===== src/verilog/fcpc_pkg.sv =====
// Purpose: Shared constants and types for the flash command and protect controller
// Assumes: 50 MHz system clock; flash pins are asynchronous to it
// Notes:   Unlock values and the autoselect command byte are parameters with plain defaults
package fcpc_pkg;
	localparam int unsigned CLK_MHZ        = 50;
	localparam int unsigned AW             = 18;
	localparam int unsigned DW             = 8;
	// Strobe timing in ns, converted to cycles (least times round up)
	localparam int unsigned T_SETUP_NS     = 40;
	localparam int unsigned T_PULSE_NS     = 60;
	localparam int unsigned T_HOLD_NS      = 40;
	localparam int unsigned T_SETUP_CYC    = (T_SETUP_NS * CLK_MHZ + 999) / 1000;
	localparam int unsigned T_PULSE_CYC    = (T_PULSE_NS * CLK_MHZ + 999) / 1000;
	localparam int unsigned T_HOLD_CYC     = (T_HOLD_NS * CLK_MHZ + 999) / 1000;
	localparam int unsigned T_ACC_NS       = 100;
	localparam int unsigned T_ACC_CYC      = (T_ACC_NS * CLK_MHZ + 999) / 1000;
	localparam logic [7:0]  CNT_RST        = 8'h00;
	// Default command values; arbitrary, override per part
	localparam logic [AW-1:0] UNL1_ADDR    = 18'h00555;
	localparam logic [AW-1:0] UNL2_ADDR    = 18'h002aa;
	localparam logic [DW-1:0] UNL1_DATA    = 8'haa;
	localparam logic [DW-1:0] UNL2_DATA    = 8'h55;
	localparam logic [DW-1:0] CMD_RESET    = 8'hf0;
	localparam logic [DW-1:0] CMD_AUTOSEL  = 8'h90;
	localparam logic [DW-1:0] CMD_PROGRAM  = 8'ha0;
	localparam logic [DW-1:0] CMD_ERASE    = 8'h80;
	localparam logic [DW-1:0] CMD_SECERASE = 8'h30;
	// Autoselect low addresses
	localparam logic [7:0]  AS_MFR_ADDR    = 8'h00;
	localparam logic [7:0]  AS_DEV_ADDR    = 8'h01;
	localparam logic [7:0]  AS_PROT_ADDR   = 8'h02;
	localparam logic [DW-1:0] AS_PROT_YES  = 8'h01;
	// Register map, Avalon word addresses
	localparam logic [3:0]  REG_CTRL       = 4'h0;
	localparam logic [3:0]  REG_ADDR       = 4'h1;
	localparam logic [3:0]  REG_DATA       = 4'h2;
	localparam logic [3:0]  REG_STATUS     = 4'h3;
	localparam logic [3:0]  REG_RDATA      = 4'h4;
	// Operation codes in the control register
	typedef enum logic [2:0] {
		FCPC_OP_READ, FCPC_OP_RESET, FCPC_OP_AUTOSEL, FCPC_OP_PROGRAM,
		FCPC_OP_SECERASE, FCPC_OP_RAW
	} fcpc_op_e;
	// One bus cycle on the flash pins
	typedef struct packed {
		logic          wr;
		logic [AW-1:0] addr;
		logic [DW-1:0] data;
	} fcpc_cyc_s;
endpackage : fcpc_pkg


===== src/verilog/fcpc_cycle.sv =====
// Purpose: Runs one read or write strobe cycle on the flash pins
// Assumes: Timing counts from the package; pins decoded from state and cycle flops
// Notes:   Address set before strobes fall, data held past the rising edge
`timescale 1ns/1ns
`default_nettype none
module fcpc_cycle (
	input  wire logic                        clk_i,
	input  wire logic                        rst_n_i,
	input  wire logic                        start_i,
	input  wire fcpc_pkg::fcpc_cyc_s         cyc_i,
	input  wire logic [fcpc_pkg::DW-1:0]     dq_sync_i,
	output logic                             done_o,
	output logic [fcpc_pkg::DW-1:0]          rdata_o,
	output logic                             ce_n_o,
	output logic                             oe_n_o,
	output logic                             we_n_o,
	output logic [fcpc_pkg::AW-1:0]          a_o,
	output logic [fcpc_pkg::DW-1:0]          dq_o,
	output logic                             dq_oe_o
);
	typedef enum logic [1:0] {FCPC_C_IDLE, FCPC_C_SETUP, FCPC_C_PULSE, FCPC_C_HOLD} fcpc_cst_e;
	fcpc_cst_e                st_q, st_d;
	logic [7:0]               cnt_q, cnt_d;
	fcpc_pkg::fcpc_cyc_s      cyc_q, cyc_d;
	logic [fcpc_pkg::DW-1:0]  rd_q, rd_d;
	logic                     done_d, done_q;

	always_comb begin
		st_d   = st_q;
		cnt_d  = cnt_q;
		cyc_d  = cyc_q;
		rd_d   = rd_q;
		done_d = 1'b0;
		unique case (st_q)
			FCPC_C_IDLE: begin
				if (start_i) begin
					cyc_d = cyc_i;
					cnt_d = 8'(fcpc_pkg::T_SETUP_CYC);
					st_d  = FCPC_C_SETUP;
				end
			end
			FCPC_C_SETUP: begin
				if (cnt_q <= 8'h01) begin
					// Pulse length covers both write pulse and read access
					cnt_d = cyc_q.wr ? 8'(fcpc_pkg::T_PULSE_CYC)
					                 : 8'(fcpc_pkg::T_ACC_CYC + 2);
					st_d  = FCPC_C_PULSE;
				end else begin
					cnt_d = cnt_q - 8'h01;
				end
			end
			FCPC_C_PULSE: begin
				if (cnt_q <= 8'h01) begin
					rd_d  = dq_sync_i;
					cnt_d = 8'(fcpc_pkg::T_HOLD_CYC);
					st_d  = FCPC_C_HOLD;
				end else begin
					cnt_d = cnt_q - 8'h01;
				end
			end
			FCPC_C_HOLD: begin
				if (cnt_q <= 8'h01) begin
					done_d = 1'b1;
					st_d   = FCPC_C_IDLE;
				end else begin
					cnt_d = cnt_q - 8'h01;
				end
			end
		endcase
	end

	always_ff @(posedge clk_i or negedge rst_n_i) begin
		if (!rst_n_i) begin
			st_q   <= FCPC_C_IDLE;
			cnt_q  <= fcpc_pkg::CNT_RST;
			cyc_q  <= '0;
			rd_q   <= '0;
			done_q <= 1'b0;
		end else begin
			st_q   <= st_d;
			cnt_q  <= cnt_d;
			cyc_q  <= cyc_d;
			rd_q   <= rd_d;
			done_q <= done_d;
		end
	end

	// Write only with CE and WE low and OE high; OE kept high across writes
	always_comb begin
		ce_n_o  = !(st_q == FCPC_C_PULSE);
		we_n_o  = !(st_q == FCPC_C_PULSE && cyc_q.wr);
		oe_n_o  = !(st_q == FCPC_C_PULSE && !cyc_q.wr);
		dq_oe_o = cyc_q.wr && st_q != FCPC_C_IDLE;
	end
	// Address stable from setup so the later falling edge latches it
	assign a_o     = cyc_q.addr;
	// Data held through hold so the earlier rising edge latches it
	assign dq_o    = cyc_q.data;
	assign done_o  = done_q;
	assign rdata_o = rd_q;
endmodule : fcpc_cycle
`default_nettype wire


===== src/verilog/fcpc_ctrl.sv =====
// Purpose: Host controller issuing command sequences to a parallel flash
// Assumes: Avalon-MM slave with waitrequest; flash pins asynchronous
// Notes:   One operation at a time; busy until the whole sequence is out
//
// How it works
// - Host protects every unprotected sector before the first unprotect write; the controller leaves protect cycles to software raw writes.
// - Host writes both unlock cycles before every program or erase command.
// - Write only when chip select and write strobe low, output enable high.
// - After time-limit-exceeded bit rises, host writes the reset command; the controller only sets the status bit, software issues the reset op.
// - Autoselect entered by two unlock cycles and the autoselect command.
`timescale 1ns/1ns
`default_nettype none
module fcpc_ctrl #(
	parameter logic [fcpc_pkg::AW-1:0] UNL1_ADDR   = fcpc_pkg::UNL1_ADDR,
	parameter logic [fcpc_pkg::AW-1:0] UNL2_ADDR   = fcpc_pkg::UNL2_ADDR,
	parameter logic [fcpc_pkg::DW-1:0] UNL1_DATA   = fcpc_pkg::UNL1_DATA,
	parameter logic [fcpc_pkg::DW-1:0] UNL2_DATA   = fcpc_pkg::UNL2_DATA,
	parameter logic [fcpc_pkg::DW-1:0] AUTOSEL_CMD = fcpc_pkg::CMD_AUTOSEL
) (
	input  wire logic                     CLOCK_I,
	input  wire logic                     RST_N_I,
	input  wire logic [3:0]               AVS_ADDRESS_I,
	input  wire logic                     AVS_READ_I,
	input  wire logic                     AVS_WRITE_I,
	input  wire logic [31:0]              AVS_WRITEDATA_I,
	output logic [31:0]                   AVS_READDATA_O,
	output logic                          AVS_WAITREQUEST_O,
	output logic                          FL_CE_N_O,
	output logic                          FL_OE_N_O,
	output logic                          FL_WE_N_O,
	output logic [fcpc_pkg::AW-1:0]       FL_ADDR_O,
	output logic [fcpc_pkg::DW-1:0]       FL_DQ_O,
	output logic                          FL_DQ_OE_O,
	input  wire logic [fcpc_pkg::DW-1:0]  FL_DQ_I,
	output logic                          FL_RESET_N_O,
	output logic                          FL_HIGH_VOLTAGE_EN_O
);
	typedef enum logic [2:0] {FCPC_S_IDLE, FCPC_S_ISSUE, FCPC_S_WAIT, FCPC_S_NEXT} fcpc_st_e;

	logic [fcpc_pkg::DW-1:0] dq_s1_q, dq_s2_q;
	fcpc_st_e                st_q, st_d;
	logic [2:0]              op_q, op_d;
	logic [2:0]              step_q, step_d;
	logic [2:0]              nsteps;
	logic [fcpc_pkg::AW-1:0] addr_q, addr_d;
	logic [fcpc_pkg::DW-1:0] data_q, data_d;
	logic [fcpc_pkg::DW-1:0] rdata_q, rdata_d;
	logic                    autosel_q, autosel_d;
	logic                    hv_q, hv_d;
	logic                    frst_q, frst_d;
	logic                    err_q, err_d;
	logic                    embed_q, embed_d;
	logic                    start;
	fcpc_pkg::fcpc_cyc_s     cyc;
	logic                    cyc_done;
	logic [fcpc_pkg::DW-1:0] cyc_rdata;
	logic                    busy;
	logic                    bus_wr, bus_rd;

	// Two flops before anything looks at the data pins
	always_ff @(posedge CLOCK_I or negedge RST_N_I) begin
		if (!RST_N_I) begin
			dq_s1_q <= '0;
			dq_s2_q <= '0;
		end else begin
			dq_s1_q <= FL_DQ_I;
			dq_s2_q <= dq_s1_q;
		end
	end

	assign busy   = st_q != FCPC_S_IDLE;
	assign bus_wr = AVS_WRITE_I && !AVS_READ_I;
	assign bus_rd = AVS_READ_I && !AVS_WRITE_I;
	// Control writes stall while a sequence runs; all else answers at once
	assign AVS_WAITREQUEST_O = bus_wr && AVS_ADDRESS_I == fcpc_pkg::REG_CTRL && busy;

	// Cycle count per operation; unlocks lead every program and erase
	always_comb begin
		unique case (op_q)
			3'(fcpc_pkg::FCPC_OP_RESET):    nsteps = 3'd1;
			3'(fcpc_pkg::FCPC_OP_AUTOSEL):  nsteps = 3'd3;
			3'(fcpc_pkg::FCPC_OP_PROGRAM):  nsteps = 3'd4;
			3'(fcpc_pkg::FCPC_OP_SECERASE): nsteps = 3'd6;
			default:                        nsteps = 3'd1;
		endcase
	end

	// Address and data of the current step
	always_comb begin
		cyc.wr   = 1'b1;
		cyc.addr = UNL1_ADDR;
		cyc.data = UNL1_DATA;
		unique case (op_q)
			3'(fcpc_pkg::FCPC_OP_READ): begin
				cyc.wr   = 1'b0;
				cyc.addr = addr_q;
			end
			3'(fcpc_pkg::FCPC_OP_RAW): begin
				// Software orders its own protect cycles through raw writes
				cyc.addr = addr_q;
				cyc.data = data_q;
			end
			3'(fcpc_pkg::FCPC_OP_RESET): begin
				cyc.addr = addr_q;
				cyc.data = fcpc_pkg::CMD_RESET;
			end
			default: begin
				// Unlock pair before the command byte
				if (step_q == 3'd1 || step_q == 3'd4) begin
					cyc.addr = UNL2_ADDR;
					cyc.data = UNL2_DATA;
				end else if (step_q == 3'd2) begin
					cyc.addr = UNL1_ADDR;
					unique case (op_q)
						3'(fcpc_pkg::FCPC_OP_AUTOSEL): cyc.data = AUTOSEL_CMD;
						3'(fcpc_pkg::FCPC_OP_PROGRAM): cyc.data = fcpc_pkg::CMD_PROGRAM;
						default:                       cyc.data = fcpc_pkg::CMD_ERASE;
					endcase
				end else if (step_q == 3'd3 && op_q == 3'(fcpc_pkg::FCPC_OP_PROGRAM)) begin
					cyc.addr = addr_q;
					cyc.data = data_q;
				end else if (step_q == 3'd5) begin
					cyc.addr = addr_q;
					cyc.data = fcpc_pkg::CMD_SECERASE;
				end
			end
		endcase
	end

	always_comb begin
		st_d      = st_q;
		op_d      = op_q;
		step_d    = step_q;
		addr_d    = addr_q;
		data_d    = data_q;
		rdata_d   = rdata_q;
		autosel_d = autosel_q;
		hv_d      = hv_q;
		frst_d    = frst_q;
		err_d     = err_q;
		embed_d   = embed_q;
		start     = 1'b0;
		if (bus_wr && AVS_ADDRESS_I == fcpc_pkg::REG_ADDR) begin
			addr_d = AVS_WRITEDATA_I[fcpc_pkg::AW-1:0];
		end
		if (bus_wr && AVS_ADDRESS_I == fcpc_pkg::REG_DATA) begin
			data_d = AVS_WRITEDATA_I[fcpc_pkg::DW-1:0];
		end
		unique case (st_q)
			FCPC_S_IDLE: begin
				if (bus_wr && AVS_ADDRESS_I == fcpc_pkg::REG_CTRL) begin
					op_d   = AVS_WRITEDATA_I[2:0];
					hv_d   = AVS_WRITEDATA_I[4];
					frst_d = AVS_WRITEDATA_I[5];
					// A bare pin write leaves no command to send
					// A held flash reset swallows every cycle, so none is started
					if (AVS_WRITEDATA_I[3] && !AVS_WRITEDATA_I[5]) begin
						step_d = 3'd0;
						st_d   = FCPC_S_ISSUE;
						// Each new go starts with a clean time-out flag
						err_d  = 1'b0;
					end
				end
			end
			FCPC_S_ISSUE: begin
				start = 1'b1;
				st_d  = FCPC_S_WAIT;
			end
			FCPC_S_WAIT: begin
				if (cyc_done) begin
					if (!cyc.wr) begin
						rdata_d = cyc_rdata;
						// Bit 5 means a time-out only while an embedded op may run;
						// plain array data with that bit set must not raise the flag
						if (cyc_rdata[5] && embed_q && !autosel_q) begin
							err_d = 1'b1;
						end
					end
					st_d = FCPC_S_NEXT;
				end
			end
			FCPC_S_NEXT: begin
				if (step_q + 3'd1 >= nsteps) begin
					st_d = FCPC_S_IDLE;
					// Reads after a program or erase may be status polls
					if (op_q == 3'(fcpc_pkg::FCPC_OP_PROGRAM) ||
					    op_q == 3'(fcpc_pkg::FCPC_OP_SECERASE) ||
					    op_q == 3'(fcpc_pkg::FCPC_OP_RAW)) begin
						embed_d = 1'b1;
					end else if (op_q != 3'(fcpc_pkg::FCPC_OP_READ)) begin
						embed_d = 1'b0;
					end
					if (op_q == 3'(fcpc_pkg::FCPC_OP_AUTOSEL)) begin
						autosel_d = 1'b1;
					end else if (op_q == 3'(fcpc_pkg::FCPC_OP_RESET)) begin
						autosel_d = 1'b0;
						err_d     = 1'b0;
					end
				end else begin
					step_d = step_q + 3'd1;
					st_d   = FCPC_S_ISSUE;
				end
			end
			default: st_d = FCPC_S_IDLE;
		endcase
	end

	always_ff @(posedge CLOCK_I or negedge RST_N_I) begin
		if (!RST_N_I) begin
			st_q      <= FCPC_S_IDLE;
			op_q      <= 3'h0;
			step_q    <= 3'h0;
			addr_q    <= '0;
			data_q    <= '0;
			rdata_q   <= '0;
			autosel_q <= 1'b0;
			hv_q      <= 1'b0;
			frst_q    <= 1'b0;
			err_q     <= 1'b0;
			embed_q   <= 1'b0;
		end else begin
			st_q      <= st_d;
			op_q      <= op_d;
			step_q    <= step_d;
			addr_q    <= addr_d;
			data_q    <= data_d;
			rdata_q   <= rdata_d;
			autosel_q <= autosel_d;
			hv_q      <= hv_d;
			frst_q    <= frst_d;
			err_q     <= err_d;
			embed_q   <= embed_d;
		end
	end

	// Status: busy, autoselect entered, time limit seen, high voltage on
	always_comb begin
		AVS_READDATA_O = 32'h0000_0000;
		if (bus_rd) begin
			unique case (AVS_ADDRESS_I)
				fcpc_pkg::REG_CTRL:   AVS_READDATA_O = {26'h0, frst_q, hv_q, 1'b0, op_q};
				fcpc_pkg::REG_ADDR:   AVS_READDATA_O = {14'h0, addr_q};
				fcpc_pkg::REG_DATA:   AVS_READDATA_O = {24'h0, data_q};
				fcpc_pkg::REG_STATUS: AVS_READDATA_O = {28'h0, hv_q, err_q, autosel_q, busy};
				fcpc_pkg::REG_RDATA:  AVS_READDATA_O = {24'h0, rdata_q};
				default:              AVS_READDATA_O = 32'h0000_0000;
			endcase
		end
	end

	assign FL_RESET_N_O         = !frst_q;
	assign FL_HIGH_VOLTAGE_EN_O = hv_q;

	fcpc_cycle u_cycle (
		.clk_i     (CLOCK_I),
		.rst_n_i   (RST_N_I),
		.start_i   (start),
		.cyc_i     (cyc),
		.dq_sync_i (dq_s2_q),
		.done_o    (cyc_done),
		.rdata_o   (cyc_rdata),
		.ce_n_o    (FL_CE_N_O),
		.oe_n_o    (FL_OE_N_O),
		.we_n_o    (FL_WE_N_O),
		.a_o       (FL_ADDR_O),
		.dq_o      (FL_DQ_O),
		.dq_oe_o   (FL_DQ_OE_O)
	);
endmodule : fcpc_ctrl
`default_nettype wire


===== config.mk =====
export PLATFORM = sky130hd
export DESIGN_NAME = fcpc_ctrl
export DESIGN_NICKNAME = d
export VERILOG_FILES = /design/src/verilog/fcpc_pkg.sv /design/src/verilog/fcpc_cycle.sv /design/src/verilog/fcpc_ctrl.sv
export SDC_FILE = /design/constraint.sdc
export NUM_CORES = 1
export LEC_CHECK = 0
export ABC_CLOCK_PERIOD_IN_PS = 2900
export BUFFER_PORTS_ARGS = -buffer_cell sky130_fd_sc_hd__buf_2
export CAP_MARGIN = 30
export CORE_ASPECT_RATIO = 1.1
export CORE_MARGIN = 1.5
export CORE_UTILIZATION = 55
export DETAILED_ROUTE_END_ITERATION = 10
export GPL_ROUTABILITY_DRIVEN = 0
export HOLD_SLACK_MARGIN = 0.15
export PLACE_DENSITY = 0.8
export RECOVER_POWER = 25
export SYNTH_ARGS = -nofsm -noshare
export SYNTH_HDL_FRONTEND = slang
export SYNTH_SLANG_ARGS = --single-unit

===== constraint.sdc =====
create_clock -name CLOCK_I -period 2.9 [get_ports CLOCK_I]
set_input_delay 0.145 -clock CLOCK_I [delete_from_list [all_inputs] [get_ports CLOCK_I]]
set_output_delay 0.145 -clock CLOCK_I [all_outputs]
set_load 0.005 [all_outputs]

==> results.json, run 1 <==
{
  "status": "complete, but fails checks",
  "violations": "DRC",
  "drive_gt1_share_pct": 29.7,
  "rrSetupSlack_ns": 0.37,
  "area_delta_synth_final_pct": 15.0,
  "utilization_pct": 64.8,
  "wl_mm": 12.3,
  "drc": 4,
  "antenna_found_initial": 0,
  "fin_skew_ns": 0.0205,
  "cp_common_cell": "ha_1",
  "critPathTopFamily": "compound AO/OA/AOI/OAI gates",
  "cts_max_level": 3,
  "dp_cells": 669,
  "cp-startpoint": "step_q[0]",
  "die_area_mm2": 0.0107,
  "worstSetupEndpoint": "err_q",
  "layout.nets": 653,
  "ys_warn_count": 0,
  "timing.rr.end": "err_q",
  "drv_slew": 0,
  "grt_overflow": 0,
  "ir_worst_vdd_mv": 0.694,
  "n_antenna_cell": 0,
  "fp.dieH_um": 108,
  "cts.sinks": 109,
  "hold_path_startpoint": "dq_s1_q[4]",
  "p_leak_nw": 3.06,
  "core_area_mm2": 0.00984,
  "r2r_start": "step_q[0]",
  "clk_latency_ns": 0.38,
  "yosysSeqAreaShare_pct": 49.2,
  "syn_area_mm2": 0.00554,
  "worstHoldPathType": "flop to flop",
  "drv_cap": 0,
  "ant_nets": 0,
  "gr-usage-all-layers_pct": 23.1,
  "yosysUniqueCellTypes": 65,
  "fmax_ghz": 0.395,
  "power_density_mw_per_mm2": 898,
  "via_per_inst": 5.91,
  "endpoint_kind": "flop",
  "die_x_um": 98.7,
  "row_count": 38,
  "cp_max_fo": 7,
  "tns_ns": 0,
  "numCtsBuffers": 9,
  "drt_iter0_drc": 319,
  "arrival_ns": 2.78,
  "rsz0062_at_grt": "false",
  "initial_core_util_pct": 56.3,
  "vias": 4205,
  "grt_first_pass_wirelength_mm": 19.7,
  "final.period_utilization_pct": 87.3,
  "timing.final.ws_setup_ns": 0.367,
  "cts_tree": "built",
  "min_period_ns": 2.53,
  "syn_inst": 498,
  "async_flop_share_pct": 100,
  "synthFlopType": "dfrtp_1",
  "cp_slowest_cell": "dfrtp_1",
  "syn_avg_cell_area_um2": 11.1,
  "routedWlPerCell_um": 17.3,
  "path_depth": 8,
  "tightest_slew_ns": 1.31,
  "crit_path_cell_trace": "ha_1, ha_1, inv_1, ha_1, nand2_1, o21ai_1, nor2_1, o41a_2",
  "clockBufferDepth": 2,
  "grt_max_degree": 59,
  "grt_pass1_vias": 4131,
  "reg2reg_depth": 8,
  "max_slew_margin_pct": 12.6,
  "final-hold-violation-count": 0,
  "hpwlAfterDp_mm": 8.79,
  "clock-root-buffer": "clkbuf_8",
  "finalSetupViolCount": 0,
  "clk_pin_slew_ns": 0.12,
  "finish.cell_count_without_fillers": 712,
  "first_pass_iters": 11,
  "port_buffers": 84,
  "fill_cells": 755,
  "ys_ff_latch": 109,
  "boundaryPins": 113,
  "cp.buffers_inverters": 1,
  "path_class": "flop to flop",
  "synth-edff-count": 0,
  "place_ws_ns": 0.422,
  "slowest_delay_ns": 0.46,
  "cp-start-kind": "flop",
  "cp_data_required_time_ns": 3.15
}
[layout by cell type, fill, tap and decap left out, types with 9 or more instances in the layout]
master,Yosys,final
buf_2,0,83
a21oi_1,26,26
conb_1,1,14
nor2_1,29,29
inv_1,25,25
dfrtp_1,109,109
dlygate4sd3_1,0,27
nor2b_1,10,10
nand2_1,34,34
mux2_2,38,38
and3_1,14,14
o21ai_0,12,12
clkbuf_8,0,9
buf_4,40,10
ha_1,18,18
[synth_stat cells (all sizes together), types with 2 or more instances]
master  instances  area, um2
inv            25       93.8
o32a            3       30.0
nor4b           4       71.3
o22ai           7       43.8
a31oi           5       31.3
a221o           6       60.1
nor3            6       30.0
a21o            2       15.0
a41oi           3       45.1
nand4b          2       17.5
nor2           29        109
o41ai           3       26.3
mux2           46        548
o31ai           2       15.0
nor2b          10       62.6
nor4            3       33.8
or3             6       37.5
nand3           4       20.0
a222oi          8       80.1
clkbuf         16       61.3
o21ai          14       70.1
o221a           5       56.3
a21oi          26        130
a211oi          2       20.0
a31o            2       17.5
ha             18        225
or2             3       18.8
nand2b          7       43.8
o21bai          2       15.0
mux2i           2       20.0
buf            41        312
a22o            2       17.5
and3           14       87.6
o21a            3       22.5
nand2          35        139
o211ai          2       15.0
dfrtp         109       2730
a311oi          2       17.5
a22oi           3       22.5
[cell type report]
cell class                      count  area, um2  share of cell area (%)
Clock buffer                        9        124                    1.94
Clock inverter                      7       97.6                    1.53
Inverter                           25       93.8                    1.47
Multi-Input combinational cell    320       2400                    37.6
Sequential cell                   109       2730                    42.8
Tap cell                          120        150                    2.35
Timing Repair Buffer              122        786                    12.3
[cells by family (layout without fill, tap and decap cells)]
logic type	after synthesis	after routing	share of synthesized area, %
AND/OR/NAND/NOR	129	129	12.9
AO/OA/AOI/OAI	110	110	14.9
flip-flops	109	109	49.2
buffers and inverters	82	163	8.42
multiplexers	48	48	10.2
adder cells (fa/ha/maj)	18	18	4.06
other	1	14	0.0676
XOR/XNOR	1	1	0.158
[registers in the layout (all words and copies together), names as in the netlist, 2 cells and up]
signal / cells
addr_q: 18
data_q: 8
dq_s1_q: 8
dq_s2_q: 8
op_q: 3
rdata_q: 8
st_q: 2
step_q: 3
u_cycle.a_o: 18
u_cycle.cnt_q: 8
u_cycle.dq_o: 8
u_cycle.rdata_o: 8
u_cycle.st_q: 2
[per-layer routing]
| metal | vias up | track usage [%] | share of wire, % |
|---|---|---|---|
| met1 | 2057 | 30.0 | 42 |
| met4 | 0 | 10.8 | 2.9 |
| li1 | 1935 | - | - |
| met5 | - | 0 | 0 |
| met2 | 179 | 38.9 | 49 |
| met3 | 34 | 3.17 | 5.4 |
[power by group]
part	total [W]	switching [W]	leakage, nW	internal, W
sequential	0.00238	0.000380	1.37	0.00200
combinational	0.00234	0.00122	1.58	0.00112
clock	0.00101	0.000576	0.113	0.000432
[repair_timing]
item,4_1_cts,5_1_grt
resized for setup,0,0
setup buffers,0,0
hold endpoints to repair,90,0
hold buffers,27,0
[stage by stage]
step	total power, W	instance area, um2	hold WS, ns
after floorplan	0.00417	5590	-0.151
after global placement	0.00454	5890	0.213
after detailed placement	0.00468	5890	0.222
after CTS	0.00571	6380	0.359
after global routing	0.00610	6380	0.370
final	0.00573	6380	0.358
[worst min-delay path by stage]
stage / slack (ns) / end / cells after the start
after floorplan: -0.15 / FL_HIGH_VOLTAGE_EN_O / 0
after global placement: 0.21 / u_cycle.dq_o[5] / 1
after detailed placement: 0.22 / u_cycle.dq_o[4] / 1
after CTS: 0.36 / u_cycle.dq_o[4] / 2
after global routing: 0.37 / dq_s2_q[4] / 0
final: 0.36 / dq_s2_q[4] / 0
Power figures use the tool's default switching activity.
==> run 2, diff against run 1 <==
--- a/config.mk
+++ b/config.mk
@@ -13,6 +13,7 @@
 export CORE_UTILIZATION = 55
 export DETAILED_ROUTE_END_ITERATION = 10
 export GPL_ROUTABILITY_DRIVEN = 0
+export GPL_TIMING_DRIVEN = 0
 export HOLD_SLACK_MARGIN = 0.15
 export PLACE_DENSITY = 0.8
 export RECOVER_POWER = 25
==> results.json, run 2 (synthesis results as in run 1) <==
{
  "cts.sinks": 109,
  "drv_slew": 35,
  "fp.dieH_um": 108,
  "cp_slowest_cell": "dfrtp_1",
  "swShare_pct": 37.9,
  "routedWlPerCell_um": 17.1,
  "internal_power_w": 0.00367,
  "rrSetupSlack_ns": 0.20,
  "critPathTopFamily": "compound AO/OA/AOI/OAI gates",
  "clock-root-buffer": "clkbuf_8",
  "clk_latency_ns": 0.37,
  "die_area_mm2": 0.0107,
  "cp_common_cell": "nor2_1",
  "drc": 4,
  "arrival_ns": 2.95,
  "total_power_w": 0.00591,
  "clk_pin_slew_ns": 0.11,
  "drt_iter0_drc": 341,
  "n_antenna_cell": 0,
  "via_per_inst": 5.71,
  "status": "complete, but fails checks",
  "grt_pass1_vias": 4148,
  "endpoint_kind": "flop",
  "p_leak_nw": 3.22,
  "fmax_ghz": 0.370,
  "cts_tree": "built",
  "ir_worst_vdd_mv": 0.645,
  "max_slew_margin_pct": -28.6,
  "final_cell_mix": "109 x dfrtp_1, 81 x buf_2, 40 x buf_4, 38 x mux2_2, 34 x nand2_1",
  "ant_nets": 0,
  "tns_ns": 0,
  "fin_skew_ns": 0.0149,
  "hpwlAfterDp_mm": 9.23,
  "final.period_utilization_pct": 93.3,
  "die_x_um": 98.7,
  "crit_path_cell_trace": "clkbuf_1, inv_1, nor2_1, a21oi_1, ha_1, nand2_1, o21ai_2, nor2_1, o41a_2",
  "final_common_cell": "dfrtp_1",
  "tightest_slew_ns": 1.93,
  "cp.buffers_inverters": 2,
  "fill_cells": 739,
  "cp-start-kind": "flop",
  "drv_cap": 1,
  "wl_mm": 12.9,
  "min_period_ns": 2.70,
  "utilization_pct": 67.5,
  "row_count": 38,
  "grt_first_pass_wirelength_mm": 20.8,
  "grt_overflow": 0,
  "port_buffers": 83,
  "layout.nets": 699,
  "slowest_delay_ns": 0.44,
  "seqPwrFrac_pct": 40.3,
  "core_area_mm2": 0.00984,
  "power_density_mw_per_mm2": 889,
  "gr-usage-all-layers_pct": 24.6,
  "clockPowerShare_pct": 15.5,
  "cp_max_fo": 10,
  "path_class": "flop to flop",
  "violations": "DRC, capacitance limit, slew limit",
  "comb_power_share_pct": 44.2,
  "p_switching_w": 0.00224,
  "initial_core_util_pct": 56.3,
  "worstHoldPathType": "flop to flop",
  "antenna_found_initial": 0,
  "vias": 4326,
  "numCtsBuffers": 9,
  "first_pass_iters": 10,
  "cp_data_required_time_ns": 3.14,
  "drive_gt1_share_pct": 32.4,
  "grt_max_degree": 77,
  "boundaryPins": 113,
  "finalSetupViolCount": 0,
  "final-hold-violation-count": 0,
  "area_delta_synth_final_pct": 19.8,
  "cts_max_level": 3,
  "clockBufferDepth": 2,
  "rsz0062_at_grt": "false"
}
## run 2: cell types whose count changed in the layout (fill, tap and decap cells not counted), sizes merged
| cell | before | now |
|---|---|---|
| buf | 94 | 123 |
| clkbuf | 10 | 28 |
| bufinv | 1 | 0 |
## run 2: final timing paths
kind / from / end / cells past startpoint
min reg2reg: dq_s1_q[7] / dq_s2_q[7] / 0
min: dq_s1_q[7] / dq_s2_q[7] / 0
max: op_q[1] / err_q / 9
max in group asynchronous: RST_N_I / dq_s1_q[7] / 3
min in group asynchronous: RST_N_I / u_cycle.dq_o[5] / 2
max reg2reg: op_q[1] / err_q / 9
## run 2: power by group through the flow
stage	combinational (W)	sequential (W)	clock (W)
2_1_floorplan	0.00191	0.00226	0
3_3_place_gp	0.00240	0.00236	0
3_5_place_dp	0.00253	0.00240	0
4_1_cts	0.00257	0.00237	0.000931
5_1_grt	0.00288	0.00244	0.000996
6_report	0.00261	0.00238	0.000916
## run 2: metrics by stage
stage / setup slack, ns / hold slack (ns) / area [um2] / instances
6_report: 0.196 / 0.354 / 6640 / 758
2_1_floorplan: 0.543 / -0.151 / 5590 / 511
5_1_grt: 0.0187 / 0.358 / 6640 / 758
3_3_place_gp: 0.212 / 0.255 / 6160 / 714
3_5_place_dp: 0.0749 / 0.134 / 6190 / 715
4_1_cts: 0.0624 / 0.289 / 6660 / 758
## run 2: per-layer routing
metal  up-vias  share of wire, %  GRT usage, %
met5         -                 0             0
met4         0               1.6          6.94
met3        21               5.2          3.36
met2       164                52          43.9
met1      2111                41          31.6
li1       2030                 -             -
## run 2: cell type report
cell class	count	area [um2]	area share [%]
flip-flops and latches	109	2730	41.1
multi-input cells	320	2400	36.2
repair buffers	111	694	10.5
plain buffers	57	374	5.63
well taps	120	150	2.26
clock buffers	10	138	2.07
inverters	25	93.8	1.41
clock inverters	6	60.1	0.904
## run 2: worst reg2reg max path, delay by kind of cell, from the launching register on
kind	cells	cell delay (ns)
and+or+nand+nor	3	0.44
AOI/OAI and AO/OA	3	0.84
adders and majority gates	1	0.31
buffers and inverters	2	0.56
DFF	1	0.44
## run 2: what timing repair did
action / 4_1_cts / 5_1_grt
setup endpoints to repair: 0 / 5
hold buffers: 27 / 0
hold endpoints to repair: 70 / 0
resized for setup: 0 / 3
setup buffers: 0 / 0
